===== src/logic/sart_params.svh =====
// Constants for the split auto-reload timer: addresses, reset values and divider counts.
// Summary of operation
// - High overflow flag sets when high byte wraps; in 16-bit mode on 0xFFFF wrap.
// - Low overflow flag sets on every low byte 0xFF to 0x00 rollover, any mode.
// - With timer interrupt enabled, every high overflow raises the interrupt request.
// - With low interrupt enable bit also set, low or high overflow requests interrupt.
// - Hardware never clears either overflow flag; only a software write clears them.
// - Split bit zero gives one 16-bit timer, one gives two 8-bit timers.
// - Run bit gates whole counter in 16-bit mode, only high byte in split.
// - Capture enable bit turns capture mode off at zero, on at one.
// - Capture source zero captures every 8 RTC cycles, one every 8 oscillator cycles.
// - With alternate select one and low mode zero, source bit also picks count clock.
// - Alternate select zero means system clock over 12, one the chosen divided source.
// - In split mode one alternate clock serves both bytes, each picks independently.
// - Reload low and high bytes sit at 0x92 and 0x93, readable and writable.
// - Count low and high bytes sit at 0x94 and 0x95.
// - In 16-bit mode the wrap from 0xFFFF loads the 16-bit reload value.
// - In split mode each byte reloads from its own reload byte on overflow.
// - Byte clock mode one selects system clock, zero the alternate clock.
// - The divided oscillator source is synchronised to the system clock before use.
`ifndef SART_PARAMS_SVH
`define SART_PARAMS_SVH

`define SART_ADDR_CTRL    8'h91
`define SART_ADDR_RL_LO   8'h92
`define SART_ADDR_RL_HI   8'h93
`define SART_ADDR_CNT_LO  8'h94
`define SART_ADDR_CNT_HI  8'h95

`define SART_RESET_BYTE   8'h00
`define SART_BYTE_MAX     8'hff
`define SART_BYTE_STEP    8'h01
`define SART_WORD_MAX     16'hffff
`define SART_WORD_STEP    16'h0001

`define SART_DIV12_ZERO   4'h0
`define SART_DIV12_LAST   4'hb
`define SART_DIV12_STEP   4'h1
`define SART_DIV8_ZERO    3'h0
`define SART_DIV8_LAST    3'h7
`define SART_DIV8_STEP    3'h1

`endif


===== src/logic/sart_pkg.sv =====
// Types shared by the split auto-reload timer modules.
`default_nettype none
package sart_pkg;

	// Control byte, most significant bit first.
	typedef struct packed {
		logic hi_flag;
		logic lo_flag;
		logic lo_irq_en;
		logic cap_en;
		logic split;
		logic run;
		logic cap_src;
		logic alt_sel;
	} sart_ctrl_t;

	// One special function register access from the core.
	typedef struct packed {
		logic       wr;
		logic [7:0] addr;
		logic [7:0] wdata;
	} sart_sfr_req_t;

	// Whole state of the timer.
	typedef struct packed {
		sart_ctrl_t ctrl;
		logic [7:0] rl_lo;
		logic [7:0] rl_hi;
		logic [7:0] cnt_lo;
		logic [7:0] cnt_hi;
		logic [3:0] pre12;
		logic [2:0] ext_div;
		logic [2:0] rtc_div;
		logic [7:0] rdata;
	} sart_state_t;

	// Whole state of one pin synchroniser.
	typedef struct packed {
		logic [2:0] sh;
		logic       level;
		logic       rise;
	} sart_sync_state_t;

endpackage : sart_pkg
`default_nettype wire


===== src/logic/sart_timer.sv =====
// Split auto-reload timer: two byte counters, prescalers, capture and register file.
`timescale 1ns/1ps
`default_nettype none
`include "sart_params.svh"
module sart_timer (
	// Clock and reset.
	input  wire logic                    clock_i,
	input  wire logic                    rst_b_i,
	// Register access from the core.
	input  wire sart_pkg::sart_sfr_req_t sfr_req_i,
	output logic [7:0]                   sfr_rdata_o,
	// Clock mode bits held in the shared clock control register.
	input  wire logic                    low_byte_clock_mode_i,
	input  wire logic                    high_byte_clock_mode_i,
	// Slow clock sources, asynchronous to the system clock.
	input  wire logic                    ext_osc_i,
	input  wire logic                    rtc_clk_i,
	// Interrupt enable from the core and request back to it.
	input  wire logic                    irq_enable_i,
	output logic                         irq_o
);

	sart_pkg::sart_state_t state_q;
	sart_pkg::sart_state_t state_d;

	logic ext_rise;
	logic rtc_rise;

	// The divided oscillator edge only enters the counter logic through this stage.
	sart_sync u_ext_sync (
		.clock_i (clock_i),
		.rst_b_i (rst_b_i),
		.pin_i   (ext_osc_i),
		.level_o (),
		.rise_o  (ext_rise)
	);

	// The real-time clock gets the same treatment for capture and counting.
	sart_sync u_rtc_sync (
		.clock_i (clock_i),
		.rst_b_i (rst_b_i),
		.pin_i   (rtc_clk_i),
		.level_o (),
		.rise_o  (rtc_rise)
	);

	// Prescaler enables, each a single system clock pulse except lo_en and hi_en, which stay high in system clock mode.
	logic tick12;
	logic ext_tick;
	logic rtc_tick;
	logic alt_tick;
	logic lo_en;
	logic hi_en;
	logic cap_evt;

	// Divider outputs are enables in the system clock domain, never clocks.
	assign tick12   = (state_q.pre12 == `SART_DIV12_LAST);
	assign ext_tick = ext_rise & (state_q.ext_div == `SART_DIV8_LAST);
	assign rtc_tick = rtc_rise & (state_q.rtc_div == `SART_DIV8_LAST);

	// Source bit zero counts the oscillator, one counts the real-time clock.
	assign alt_tick = state_q.ctrl.alt_sel ?
		(state_q.ctrl.cap_src ? rtc_tick : ext_tick) : tick12;

	// Each byte picks system clock or the one shared alternate clock.
	assign lo_en = low_byte_clock_mode_i  ? 1'b1 : alt_tick;
	assign hi_en = high_byte_clock_mode_i ? 1'b1 : alt_tick;

	// Source bit zero captures on the real-time clock, one on the oscillator.
	assign cap_evt = state_q.ctrl.cap_en &
		(state_q.ctrl.cap_src ? ext_tick : rtc_tick);

	// Next state: prescalers, counting, capture, then software writes.
	always_comb begin
		logic        hi_set;
		logic        lo_set;
		logic [15:0] word;
		logic        wr_ctrl;
		hi_set  = 1'b0;
		lo_set  = 1'b0;
		word    = {state_q.cnt_hi, state_q.cnt_lo};
		wr_ctrl = sfr_req_i.wr && (sfr_req_i.addr == `SART_ADDR_CTRL);
		state_d = state_q;

		// Free-running divide by 12.
		if (tick12) begin
			state_d.pre12 = `SART_DIV12_ZERO;
		end else begin
			state_d.pre12 = state_q.pre12 + `SART_DIV12_STEP;
		end

		// Divide by 8 on synchronised rising edges; the counter wraps by itself.
		if (ext_rise) begin
			state_d.ext_div = state_q.ext_div + `SART_DIV8_STEP;
		end
		if (rtc_rise) begin
			state_d.rtc_div = state_q.rtc_div + `SART_DIV8_STEP;
		end

		if (!state_q.ctrl.split) begin
			// One 16-bit timer clocked by the low byte selection and gated by run.
			if (state_q.ctrl.run && lo_en) begin
				if (word == `SART_WORD_MAX) begin
					state_d.cnt_lo = state_q.rl_lo;
					state_d.cnt_hi = state_q.rl_hi;
					hi_set = 1'b1;
					lo_set = 1'b1;
				end else begin
					word = word + `SART_WORD_STEP;
					state_d.cnt_lo = word[7:0];
					state_d.cnt_hi = word[15:8];
					lo_set = (state_q.cnt_lo == `SART_BYTE_MAX);
				end
			end
		end else begin
			// Low byte always runs in split mode; only its clock selection gates it.
			if (lo_en) begin
				if (state_q.cnt_lo == `SART_BYTE_MAX) begin
					state_d.cnt_lo = state_q.rl_lo;
					lo_set = 1'b1;
				end else begin
					state_d.cnt_lo = state_q.cnt_lo + `SART_BYTE_STEP;
				end
			end
			// High byte obeys the run bit and its own clock selection.
			if (state_q.ctrl.run && hi_en) begin
				if (state_q.cnt_hi == `SART_BYTE_MAX) begin
					state_d.cnt_hi = state_q.rl_hi;
					hi_set = 1'b1;
				end else begin
					state_d.cnt_hi = state_q.cnt_hi + `SART_BYTE_STEP;
				end
			end
		end

		// Capture takes the count as it stood before this edge.
		if (cap_evt) begin
			state_d.rl_lo = state_q.cnt_lo;
			state_d.rl_hi = state_q.cnt_hi;
			hi_set = 1'b1;
		end

		// Software writes; a data write beats counting in the same cycle.
		if (sfr_req_i.wr) begin
			case (sfr_req_i.addr)
				`SART_ADDR_RL_LO: begin
					state_d.rl_lo = sfr_req_i.wdata;
				end
				`SART_ADDR_RL_HI: begin
					state_d.rl_hi = sfr_req_i.wdata;
				end
				`SART_ADDR_CNT_LO: begin
					state_d.cnt_lo = sfr_req_i.wdata;
				end
				`SART_ADDR_CNT_HI: begin
					state_d.cnt_hi = sfr_req_i.wdata;
				end
				`SART_ADDR_CTRL: begin
					state_d.ctrl = sfr_req_i.wdata;
				end
				default: begin
				end
			endcase
		end

		// Flags only ever clear by a write; a set in the same cycle still wins.
		state_d.ctrl.hi_flag = (wr_ctrl ? sfr_req_i.wdata[7] : state_q.ctrl.hi_flag) | hi_set;
		state_d.ctrl.lo_flag = (wr_ctrl ? sfr_req_i.wdata[6] : state_q.ctrl.lo_flag) | lo_set;

		// Read data is registered, so it reflects the address one cycle later.
		case (sfr_req_i.addr)
			`SART_ADDR_CTRL: begin
				state_d.rdata = state_q.ctrl;
			end
			`SART_ADDR_RL_LO: begin
				state_d.rdata = state_q.rl_lo;
			end
			`SART_ADDR_RL_HI: begin
				state_d.rdata = state_q.rl_hi;
			end
			`SART_ADDR_CNT_LO: begin
				state_d.rdata = state_q.cnt_lo;
			end
			`SART_ADDR_CNT_HI: begin
				state_d.rdata = state_q.cnt_hi;
			end
			default: begin
				state_d.rdata = `SART_RESET_BYTE;
			end
		endcase
	end

	// State register; everything resets to zero.
	always_ff @(posedge clock_i or negedge rst_b_i) begin
		if (!rst_b_i) begin
			state_q <= '0;
		end else begin
			state_q <= state_d;
		end
	end

	assign sfr_rdata_o = state_q.rdata;

	// The low flag only reaches the request line when its own enable is set.
	assign irq_o = irq_enable_i &
		(state_q.ctrl.hi_flag | (state_q.ctrl.lo_irq_en & state_q.ctrl.lo_flag));

endmodule : sart_timer
`default_nettype wire


===== src/logic/sart_sync.sv =====
// Three-stage pin synchroniser with agreement filter and rising edge pulse.
`timescale 1ns/1ps
`default_nettype none
module sart_sync (
	// Clock and reset.
	input  wire logic clock_i,
	input  wire logic rst_b_i,
	// Asynchronous pin and its synchronised view.
	input  wire logic pin_i,
	output logic      level_o,
	output logic      rise_o
);

	sart_pkg::sart_sync_state_t state_q;
	sart_pkg::sart_sync_state_t state_d;

	// The first stage only feeds the second; the filter looks at stages two and three.
	always_comb begin
		state_d = state_q;
		state_d.sh = {state_q.sh[1:0], pin_i};
		if (state_q.sh[1] == state_q.sh[2]) begin
			state_d.level = state_q.sh[2];
		end
		state_d.rise = state_d.level & ~state_q.level;
	end

	// Registers; all stages clear to low.
	always_ff @(posedge clock_i or negedge rst_b_i) begin
		if (!rst_b_i) begin
			state_q <= '0;
		end else begin
			state_q <= state_d;
		end
	end

	assign level_o = state_q.level;
	assign rise_o  = state_q.rise;

endmodule : sart_sync
`default_nettype wire


===== config.mk =====
export PLATFORM = sky130hd
export DESIGN_NAME = sart_timer
export DESIGN_NICKNAME = d
export VERILOG_FILES = /design/src/logic/sart_pkg.sv /design/src/logic/sart_timer.sv /design/src/logic/sart_sync.sv
export VERILOG_INCLUDE_DIRS = /design/src /design/src/logic
export SDC_FILE = /design/constraint.sdc
export NUM_CORES = 1
export LEC_CHECK = 0
export BUFFER_PORTS_ARGS = -buffer_cell sky130_fd_sc_hd__buf_4
export CORE_ASPECT_RATIO = 0.7
export CORE_MARGIN = 5
export CORE_UTILIZATION = 55
export CTS_BUF_LIST = sky130_fd_sc_hd__clkbuf_4 sky130_fd_sc_hd__clkbuf_8
export DETAILED_ROUTE_END_ITERATION = 12
export PLACE_DENSITY_LB_ADDON = 0.08
export SLEW_MARGIN = 0
export SYNTH_ARGS = -nofsm -noshare
export SYNTH_HDL_FRONTEND = slang
export SYNTH_HIERARCHICAL = 1
export SYNTH_SLANG_ARGS = --single-unit

===== constraint.sdc =====
create_clock -name clock_i -period 6.25 [get_ports clock_i]
set_input_delay 0.625 -clock clock_i [delete_from_list [all_inputs] [get_ports clock_i]]
set_output_delay 0.625 -clock clock_i [all_outputs]
set_load 0.02 [all_outputs]

==> results.json, run 1 <==
{
  "status": "completed",
  "r2r_slack_ns": 3.61,
  "path_clk_slew_ns": 0.07,
  "synth_largest_area_cell": "dfrtp_1",
  "grt_antenna_before_repair": 0,
  "ctsRootBufferMaster": "clkbuf_8",
  "grt_start_max_net_pins": 69,
  "fillCellCount": 623,
  "htree_levels": 3,
  "p_total_w": 0.00119,
  "clk_latency_ns": 0.35,
  "final.setup.tns_ns": 0,
  "fin_skew_ns": 0.00808,
  "num_io_pins": 33,
  "cp_max_fo": 8,
  "crit_arrival_ns": 2.88,
  "final_area_um2": 4540,
  "antenna-diode-count": 0,
  "synthesis.nets": 470,
  "fin_cells": 551,
  "placed_area_um2": 4330,
  "fin_crit_ns": 2.64,
  "syn_area_per_cell_um2": 9.42,
  "cap_violations": 0,
  "criticalPathCategory": "reg -> reg",
  "ys.flop_type": "dfrtp_1",
  "synth_edf_count": 0,
  "post_cts_resized": 0,
  "synth.distinct_cells": 60,
  "die_h_um": 82.5,
  "max_freq_ghz": 0.379,
  "crit_required_ns": 6.49,
  "yosysTopAreaCellShare": 0.411,
  "max-vdd-ir-drop_mv": 0.202,
  "setup_viol": 0,
  "start_kind": "flip-flop",
  "drv_slew": 0,
  "coreArea_um2": 7320,
  "hold_ws_ns": 0.349,
  "slew_headroom": 0.232,
  "dr.pass1.iters": 6,
  "start_util": 0.565,
  "clock-sinks": 68,
  "area_growth_pct": 9.71,
  "powerDensity_nw_per_um2": 263,
  "hp-class": "reg -> reg",
  "grt_pass1_wl_mm": 19.1,
  "io_buffers": 32,
  "cts_tree": "yes",
  "cts_buffers": 9,
  "final_cell_mix": "dfrtp_1 (68), nand2_1 (58), buf_4 (35), mux2i_1 (27), a21oi_1 (27)",
  "rows": 26,
  "tightest_slew_ns": 1.15,
  "grt_pass1_vias": 3423,
  "cts_setup_buffers": 0,
  "ys_seq_elements": 68,
  "critPathSlowestCell": "o41ai_4",
  "clock_path_buffers": 2,
  "worstPathCellList": "ha_1 > ha_1 > and4_1 > o41ai_4 > o31ai_2 > a41o_1 > a22o_1",
  "netlist_area_um2": 4140,
  "final_common_cell": "dfrtp_1",
  "cp_common_cell": "ha_1",
  "crit_path_max_incr_delay_ns": 0.70,
  "die_w_um": 114,
  "yosysWarnings": 6,
  "hold_buffers": 0,
  "rsz0062_at_grt": "false",
  "fin_nets": 479,
  "ant_nets": 0,
  "drt_wl_total_mm": 12.0,
  "yosys-top-cells-area": "dfrtp_1 (41%), mux2i_1 (6.5%), nand2_1 (5.3%)",
  "grt.overflow.total": 0,
  "gp_congestion": 0.958,
  "die_area_um2": 9380,
  "detail_route.wl_per_cell_um": 21.7,
  "via_per_inst": 6.62,
  "synthArstFlopShare": 1.00,
  "grt.total_usage": 0.272,
  "drt_iter0_drc": 397,
  "placedCellCount": 535,
  "yosysSeqAreaShare": 0.411,
  "vias": 3650,
  "place_hpwl_mm": 8.46,
  "layout-drive-gt1-share": 0.155,
  "synthCells": 439,
  "leakagePower_nw": 1.96,
  "fin_crit_sh": 0.422,
  "hold_viol_final": 0,
  "drc_errors": 0,
  "endpoint_kind": "flip-flop"
}
-- report_power, final --
part / internal [W] / switching (W)
logic: 0.000107 / 0.000109
registers: 0.000502 / 0.0000957
clock network: 0.000207 / 0.000174
total: 0.000815 / 0.000378
-- registers in the layout, summed over array words and instances, names as in the netlist --
register,count
u_ext_sync/rise_o,1
u_rtc_sync/rise_o,1
u_rtc_sync/level_o,1
u_ext_sync/state_q,1
u_ext_sync/state_d,2
u_rtc_sync/state_q,1
sfr_rdata_o,8
state_q,50
u_rtc_sync/state_d,2
u_ext_sync/level_o,1
-- path summary, 6_finish.rpt --
kind,end,cells after the start,startpoint
max reg2reg,state_q[22]$_DFF_PN0_,7,state_q[8]$_DFFE_PN0P_
min in group asynchronous,state_q[14]$_DFF_PN0_,1,rst_b_i
min,u_rtc_sync/state_d[4]$_DFF_PN0_,0,u_rtc_sync/state_d[3]$_DFF_PN0_
min reg2reg,u_rtc_sync/state_d[4]$_DFF_PN0_,0,u_rtc_sync/state_d[3]$_DFF_PN0_
max in group asynchronous,state_q[28]$_DFF_PN0_,1,rst_b_i
max,state_q[22]$_DFF_PN0_,7,state_q[8]$_DFFE_PN0P_
-- layout make-up --
type	count	area, um^2	area share
Inverter	5	18.8	0.00414
Clock buffer	11	151	0.0334
Timing Repair Buffer	35	263	0.0579
Multi-Input combinational cell	329	2220	0.490
Sequential cell	68	1700	0.375
Clock inverter	5	58.8	0.0130
Tap cell	98	123	0.0270
-- critical path: cells and delay by family (launching register included) --
kind / cells / cell delay (ns)
compound gates: 4 / 1.43
flops: 1 / 0.40
fa+ha+maj: 2 / 0.40
simple gates: 1 / 0.30
-- cell usage after synthesis (3+ instances only) --
| cell type | instances |
|---|---|
| clkbuf_1 | 14 |
| buf_4 | 8 |
| o22ai_1 | 3 |
| nand4_1 | 8 |
| a211oi_1 | 5 |
| o21ai_1 | 26 |
| mux2_1 | 7 |
| nand3_1 | 14 |
| o21ai_0 | 24 |
| buf_2 | 14 |
| xor2_1 | 5 |
| and4_1 | 4 |
| nand2_1 | 58 |
| and2_1 | 4 |
| mux2_2 | 4 |
| nor4_1 | 4 |
| inv_1 | 5 |
| a2bb2oi_1 | 3 |
| o211ai_1 | 4 |
| a221o_1 | 11 |
| nor3_1 | 4 |
| a41oi_1 | 3 |
| a21oi_1 | 27 |
| nor2_1 | 24 |
| mux2i_1 | 27 |
| dfrtp_1 | 68 |
| and3_1 | 10 |
| ha_1 | 7 |
-- layer usage --
| metal | track usage | routed length [um] |
|---|---|---|
| met1 | 0.392 | 5560 |
| met4 | 0.0936 | 245 |
| met3 | 0.0670 | 1140 |
| met5 | 0 | 0 |
| met2 | 0.401 | 5030 |
-- per-stage QoR --
step | util | worst slack, ns
final | 0.620 | 3.61
after global routing | 0.620 | 3.45
after CTS | 0.620 | 3.64
after detailed placement | 0.591 | 3.49
after global placement | 0.591 | 3.52
after floorplan | - | 3.95
-- logic make-up after synthesis --
kind of cell | after synthesis | synth area share
simple gates | 146 | 0.189
compound gates | 131 | 0.215
flops | 68 | 0.411
buf+inv | 42 | 0.0514
mux | 38 | 0.0953
fa+ha+maj | 9 | 0.0266
xor+xnor | 5 | 0.0106
Note: power is estimated with default switching activity, not from simulation.
==> run 2, diff against run 1 <==
==> constraint.sdc (replaced) <==
create_clock -name clock_i -period 2.5 [get_ports clock_i]
set_input_delay 0.25 -clock clock_i [delete_from_list [all_inputs] [get_ports clock_i]]
set_output_delay 0.25 -clock clock_i [all_outputs]
set_load 0.02 [all_outputs]
==> results.json, run 2 (synthesis results as in run 1) <==
{
  "p_int_w": 0.00207,
  "start_kind": "flip-flop",
  "path_clk_slew_ns": 0.08,
  "area_growth_pct": 16.9,
  "io_buffers": 32,
  "max_freq_ghz": 0.420,
  "seq_area_um2": 1700,
  "rsz0062_at_grt": "false",
  "clock-sinks": 68,
  "fin_crit_sh": 0.953,
  "num_io_pins": 33,
  "cap_violations": 0,
  "multi_input_area_um2": 2250,
  "criticalPathCategory": "reg -> reg",
  "clock_path_buffers": 2,
  "die_w_um": 114,
  "status": "completed",
  "htree_levels": 3,
  "endpoint_kind": "flip-flop",
  "grt.total_usage": 0.287,
  "placed_area_um2": 4570,
  "fin_nets": 513,
  "cp_max_fo": 7,
  "clkPwrFrac": 0.307,
  "coreArea_um2": 7320,
  "fin_cells": 585,
  "via_per_inst": 6.45,
  "final_area_um2": 4830,
  "leakagePower_nw": 2.13,
  "drt_iter0_drc": 425,
  "rr_worst_depth": 8,
  "grt_antenna_before_repair": 0,
  "layout-drive-gt1-share": 0.218,
  "largest_reg_flops": 50,
  "top_register": "state_q",
  "drv_slew": 0,
  "p_sw_frac": 0.335,
  "critPathTopFamily": "simple AND/OR/NAND/NOR gates",
  "ctsRootBufferMaster": "clkbuf_8",
  "p_total_w": 0.00311,
  "die_h_um": 82.5,
  "fin_skew_ns": 0.00622,
  "placedCellCount": 566,
  "cts_tree": "yes",
  "power_frac_seq": 0.456,
  "cts_buffers": 9,
  "combPwrFrac": 0.238,
  "worst_slack_ns": 0.117,
  "vias": 3771,
  "fin_crit_ns": 2.38,
  "hold_viol_final": 0,
  "cp.buffers_inverters": 1,
  "worstPathCellList": "ha_1 > ha_1 > and4b_2 > or4_1 > buf_4 > a41oi_2 > nor4_1 > a211o_1",
  "antenna-diode-count": 0,
  "worstReg2RegStart": "state_q[11]$_DFFE_PN0P_",
  "reg2reg_to": "state_q[30]$_DFF_PN0_",
  "critPathSlowestCell": "or4_1",
  "fillCellCount": 633,
  "hp-class": "in -> async",
  "crit_arrival_ns": 2.64,
  "detail_route.wl_per_cell_um": 21.5,
  "drc_errors": 0,
  "crit_required_ns": 2.76,
  "crit_path_max_incr_delay_ns": 0.49,
  "dr.pass1.iters": 5,
  "rows": 26,
  "max-vdd-ir-drop_mv": 0.424,
  "die_area_um2": 9380,
  "grt.overflow.total": 0,
  "powerDensity_nw_per_um2": 644,
  "tightest_slew_ns": 0.873,
  "ant_nets": 0,
  "final.setup.tns_ns": 0,
  "grt_pass1_vias": 3583,
  "gp_congestion": 0.976,
  "drt_wl_total_mm": 12.6,
  "place_hpwl_mm": 8.96,
  "slew_headroom": 0.418,
  "cp_common_cell": "ha_1",
  "r2r_slack_ns": 0.12,
  "start_util": 0.565,
  "grt_pass1_wl_mm": 20.1,
  "setup_viol": 0,
  "grt_start_max_net_pins": 69,
  "clk_latency_ns": 0.37,
  "switchingPower_w": 0.00104,
  "final_cell_mix": "dfrtp_1 (68), buf_4 (66), nand2_1 (58), mux2i_1 (27)",
  "final_common_cell": "dfrtp_1",
  "dp_slack_ns": -0.0456
}
## run 2: changes by cell type in the layout (fill, tap and decap cells not counted), sizes merged
cell / change
clkinv: -1
dlygate4sd3: +2
buf: +32
inv: +3
clkbuf: -2
## run 2: what timing repair did
action | 4_1_cts | 5_1_grt
endpoints found under the setup margin | 3 | 9
hold buffers | 2 | 0
resized for setup | 1 | 6
setup buffers | 1 | 0
endpoints found under the hold margin | 2 | 0
## run 2: worst register-to-register path, delay by kind of cell (launching register included)
family	cells	cell delay, ns
AO/OA/AOI/OAI	2	0.42
adder cells (fa/ha/maj)	2	0.40
buffers and inverters	1	0.19
flip-flops	1	0.40
AND/OR/NAND/NOR	3	0.86
## run 2: worst max-delay path by stage
stage / from / end / slack [ns] / depth (start not counted)
after floorplan: state_q[8]$_DFFE_PN0P_ / state_q[30]$_DFF_PN0_ / 0.20 / 9
after global placement: state_q[8]$_DFFE_PN0P_ / state_q[33]$_DFF_PN0_ / -0.03 / 9
after detailed placement: state_q[8]$_DFFE_PN0P_ / state_q[33]$_DFF_PN0_ / -0.05 / 9
after CTS: state_q[8]$_DFFE_PN0P_ / state_q[33]$_DFF_PN0_ / 0.06 / 9
after global routing: state_q[11]$_DFFE_PN0P_ / state_q[30]$_DFF_PN0_ / 0.03 / 8
final: state_q[11]$_DFFE_PN0P_ / state_q[30]$_DFF_PN0_ / 0.12 / 8
## run 2: cell type report
cell class	instances	area share
sequential	68	0.352
timing repair buffer	69	0.111
inverter	5	0.00388
clock buffer	9	0.0256
tap	98	0.0254
multi-input combinational	329	0.466
clock inverter	7	0.0166
## run 2: metal layers
| layer | GRT usage | wire [um] | vias up | share of wire |
|---|---|---|---|---|
| li1 | - | - | 1724 | - |
| met1 | 0.393 | 5720 | 1852 | 0.45 |
| met2 | 0.457 | 5550 | 179 | 0.44 |
| met3 | 0.0757 | 1120 | 16 | 0.089 |
| met4 | 0.0708 | 182 | 0 | 0.014 |
| met5 | 0 | 0 | - | 0 |
## run 2: power groups by stage
stage	logic, W	registers (W)	clock network [W]
final	0.000739	0.00142	0.000954
after detailed placement	0.000712	0.00143	0
after global routing	0.000823	0.00144	0.00103
after global placement	0.000690	0.00142	0
after floorplan	0.000475	0.00137	0
after CTS	0.000726	0.00141	0.000980
## run 2: stage by stage
stage	util	hold WS (ns)
5_1_grt	0.661	0.0602
6_report	0.661	0.00290
3_5_place_dp	0.625	0.339
4_1_cts	0.657	0.0213
2_1_floorplan	-	-0.0456
3_3_place_gp	0.625	0.334
==> run 3, diff against run 2 <==
==> constraint.sdc (replaced) <==
create_clock -name clock_i -period 2.65 [get_ports clock_i]
set_input_delay 0.265 -clock clock_i [delete_from_list [all_inputs] [get_ports clock_i]]
set_output_delay 0.265 -clock clock_i [all_outputs]
set_load 0.02 [all_outputs]
==> results.json, run 3 (synthesis results as in run 1) <==
{
  "tightest_slew_ns": 0.866,
  "cap_violations": 0,
  "cts_tree": "yes",
  "r2r_slack_ns": 0.13,
  "critPathSlowestCell": "or4_1",
  "crit_arrival_ns": 2.76,
  "ant_nets": 0,
  "placedCellCount": 558,
  "cts_buffers": 9,
  "grt.overflow.total": 0,
  "largest_reg_flops": 50,
  "num_io_pins": 33,
  "area_growth_pct": 15.4,
  "grt.total_usage": 0.290,
  "vias": 3803,
  "die_h_um": 82.5,
  "final_cell_mix": "dfrtp_1 (68), buf_4 (60), nand2_1 (58), mux2i_1 (27), a21oi_1 (27)",
  "max_freq_ghz": 0.397,
  "cp_max_fo": 7,
  "final.setup.tns_ns": 0,
  "crit_required_ns": 2.89,
  "fin_crit_sh": 0.951,
  "io_buffers": 32,
  "antenna-diode-count": 0,
  "drv_slew": 0,
  "status": "completed",
  "die_w_um": 114,
  "drt_iter0_drc": 410,
  "fin_crit_ns": 2.52,
  "grt_pass1_vias": 3653,
  "hold_ws_ns": 0.0137,
  "met3_usage": 0.101,
  "path_clk_slew_ns": 0.08,
  "grtUsageMet1": 0.389,
  "top_register": "state_q",
  "fin_cells": 578,
  "layout-drive-gt1-share": 0.200,
  "worstPathCellList": "ha_1 > ha_1 > and4_1 > or4_1 > a41oi_2 > nor4_1 > a211o_1",
  "fin_nets": 506,
  "hp-class": "in -> async",
  "grt_start_max_net_pins": 69,
  "powerDensity_nw_per_um2": 629,
  "final_common_cell": "dfrtp_1",
  "rsz0062_at_grt": "false",
  "leakagePower_nw": 2.10,
  "htree_levels": 3,
  "die_area_um2": 9380,
  "clock-sinks": 68,
  "setup_viol": 0,
  "dr.pass1.iters": 5,
  "met2_usage": 0.447,
  "drt_wl_total_mm": 12.6,
  "criticalPathCategory": "reg -> reg",
  "hold_viol_final": 0,
  "endpoint_kind": "flip-flop",
  "gp_congestion": 0.979,
  "detail_route.wl_per_cell_um": 21.9,
  "cp_common_cell": "ha_1",
  "via_per_inst": 6.58,
  "grt_antenna_before_repair": 0,
  "clk_latency_ns": 0.36,
  "max-vdd-ir-drop_mv": 0.381,
  "start_kind": "flip-flop",
  "ctsRootBufferMaster": "clkbuf_8",
  "start_util": 0.565,
  "fillCellCount": 639,
  "coreArea_um2": 7320,
  "grt_pass1_wl_mm": 20.3,
  "fin_skew_ns": 0.00745,
  "clock_path_buffers": 2,
  "place_hpwl_mm": 8.96,
  "placed_area_um2": 4500,
  "rows": 26,
  "crit_path_max_incr_delay_ns": 0.72,
  "slew_headroom": 0.423,
  "drc_errors": 0,
  "final_area_um2": 4770,
  "top_usage_layer": "met2"
}
## run 3: layer usage
metal,wire length (um),share of wire
met5,0,0
met3,1400,0.11
met4,258,0.020
met2,5510,0.44
met1,5470,0.43
## run 3: path summary, 6_finish.rpt
check / from / end / cells past startpoint
setup / recovery: state_q[8]$_DFFE_PN0P_ / state_q[30]$_DFF_PN0_ / 7
hold / removal: rst_b_i / state_q[14]$_DFF_PN0_ / 1
setup reg to reg: state_q[8]$_DFFE_PN0P_ / state_q[30]$_DFF_PN0_ / 7
hold reg to reg: u_rtc_sync/state_d[3]$_DFF_PN0_ / u_rtc_sync/state_d[4]$_DFF_PN0_ / 0
max in group asynchronous: rst_b_i / state_q[53]$_DFFE_PN0P_ / 1
min in group clock_i: sfr_req_i[1] / state_q[43]$_DFF_PN0_ / 3
## run 3: metrics by stage
stage | power [W] | util | setup slack (ns)
after global routing | 0.00317 | 0.652 | 0.0229
after detailed placement | 0.00200 | 0.615 | 0.0841
final | 0.00300 | 0.652 | 0.131
after CTS | 0.00299 | 0.649 | 0.0707
after floorplan | 0.00174 | - | 0.348
after global placement | 0.00196 | 0.615 | 0.114
## run 3: critical path, delay by kind of cell (launching register included)
kind | cells | cell delay, ns
compound gates | 2 | 0.50
fa+ha+maj | 2 | 0.42
flops | 1 | 0.40
simple gates | 3 | 1.10
## run 3: layout make-up
type	instances	area, um^2	share of cell area
clock buffer	11	145	0.0304
tap	98	123	0.0257
sequential	68	1700	0.357
timing repair buffer	62	470	0.0986
clock inverter	5	85.1	0.0178
multi-input combinational	329	2230	0.467
inverter	5	18.8	0.00393
## run 3: what timing repair did
action,in CTS,in global routing
setup endpoints to repair,0,2
endpoints found under the hold margin,2,0
hold buffers,2,0
setup buffers,0,2
gates resized for setup,0,1
## run 3: power breakdown
group | internal [W] | leakage (nW) | switching [W]
Combinational | 0.000296 | 1.17 | 0.000335
Sequential | 0.00118 | 0.814 | 0.000190
Clock | 0.000569 | 0.113 | 0.000427
Total | 0.00205 | 2.10 | 0.000952
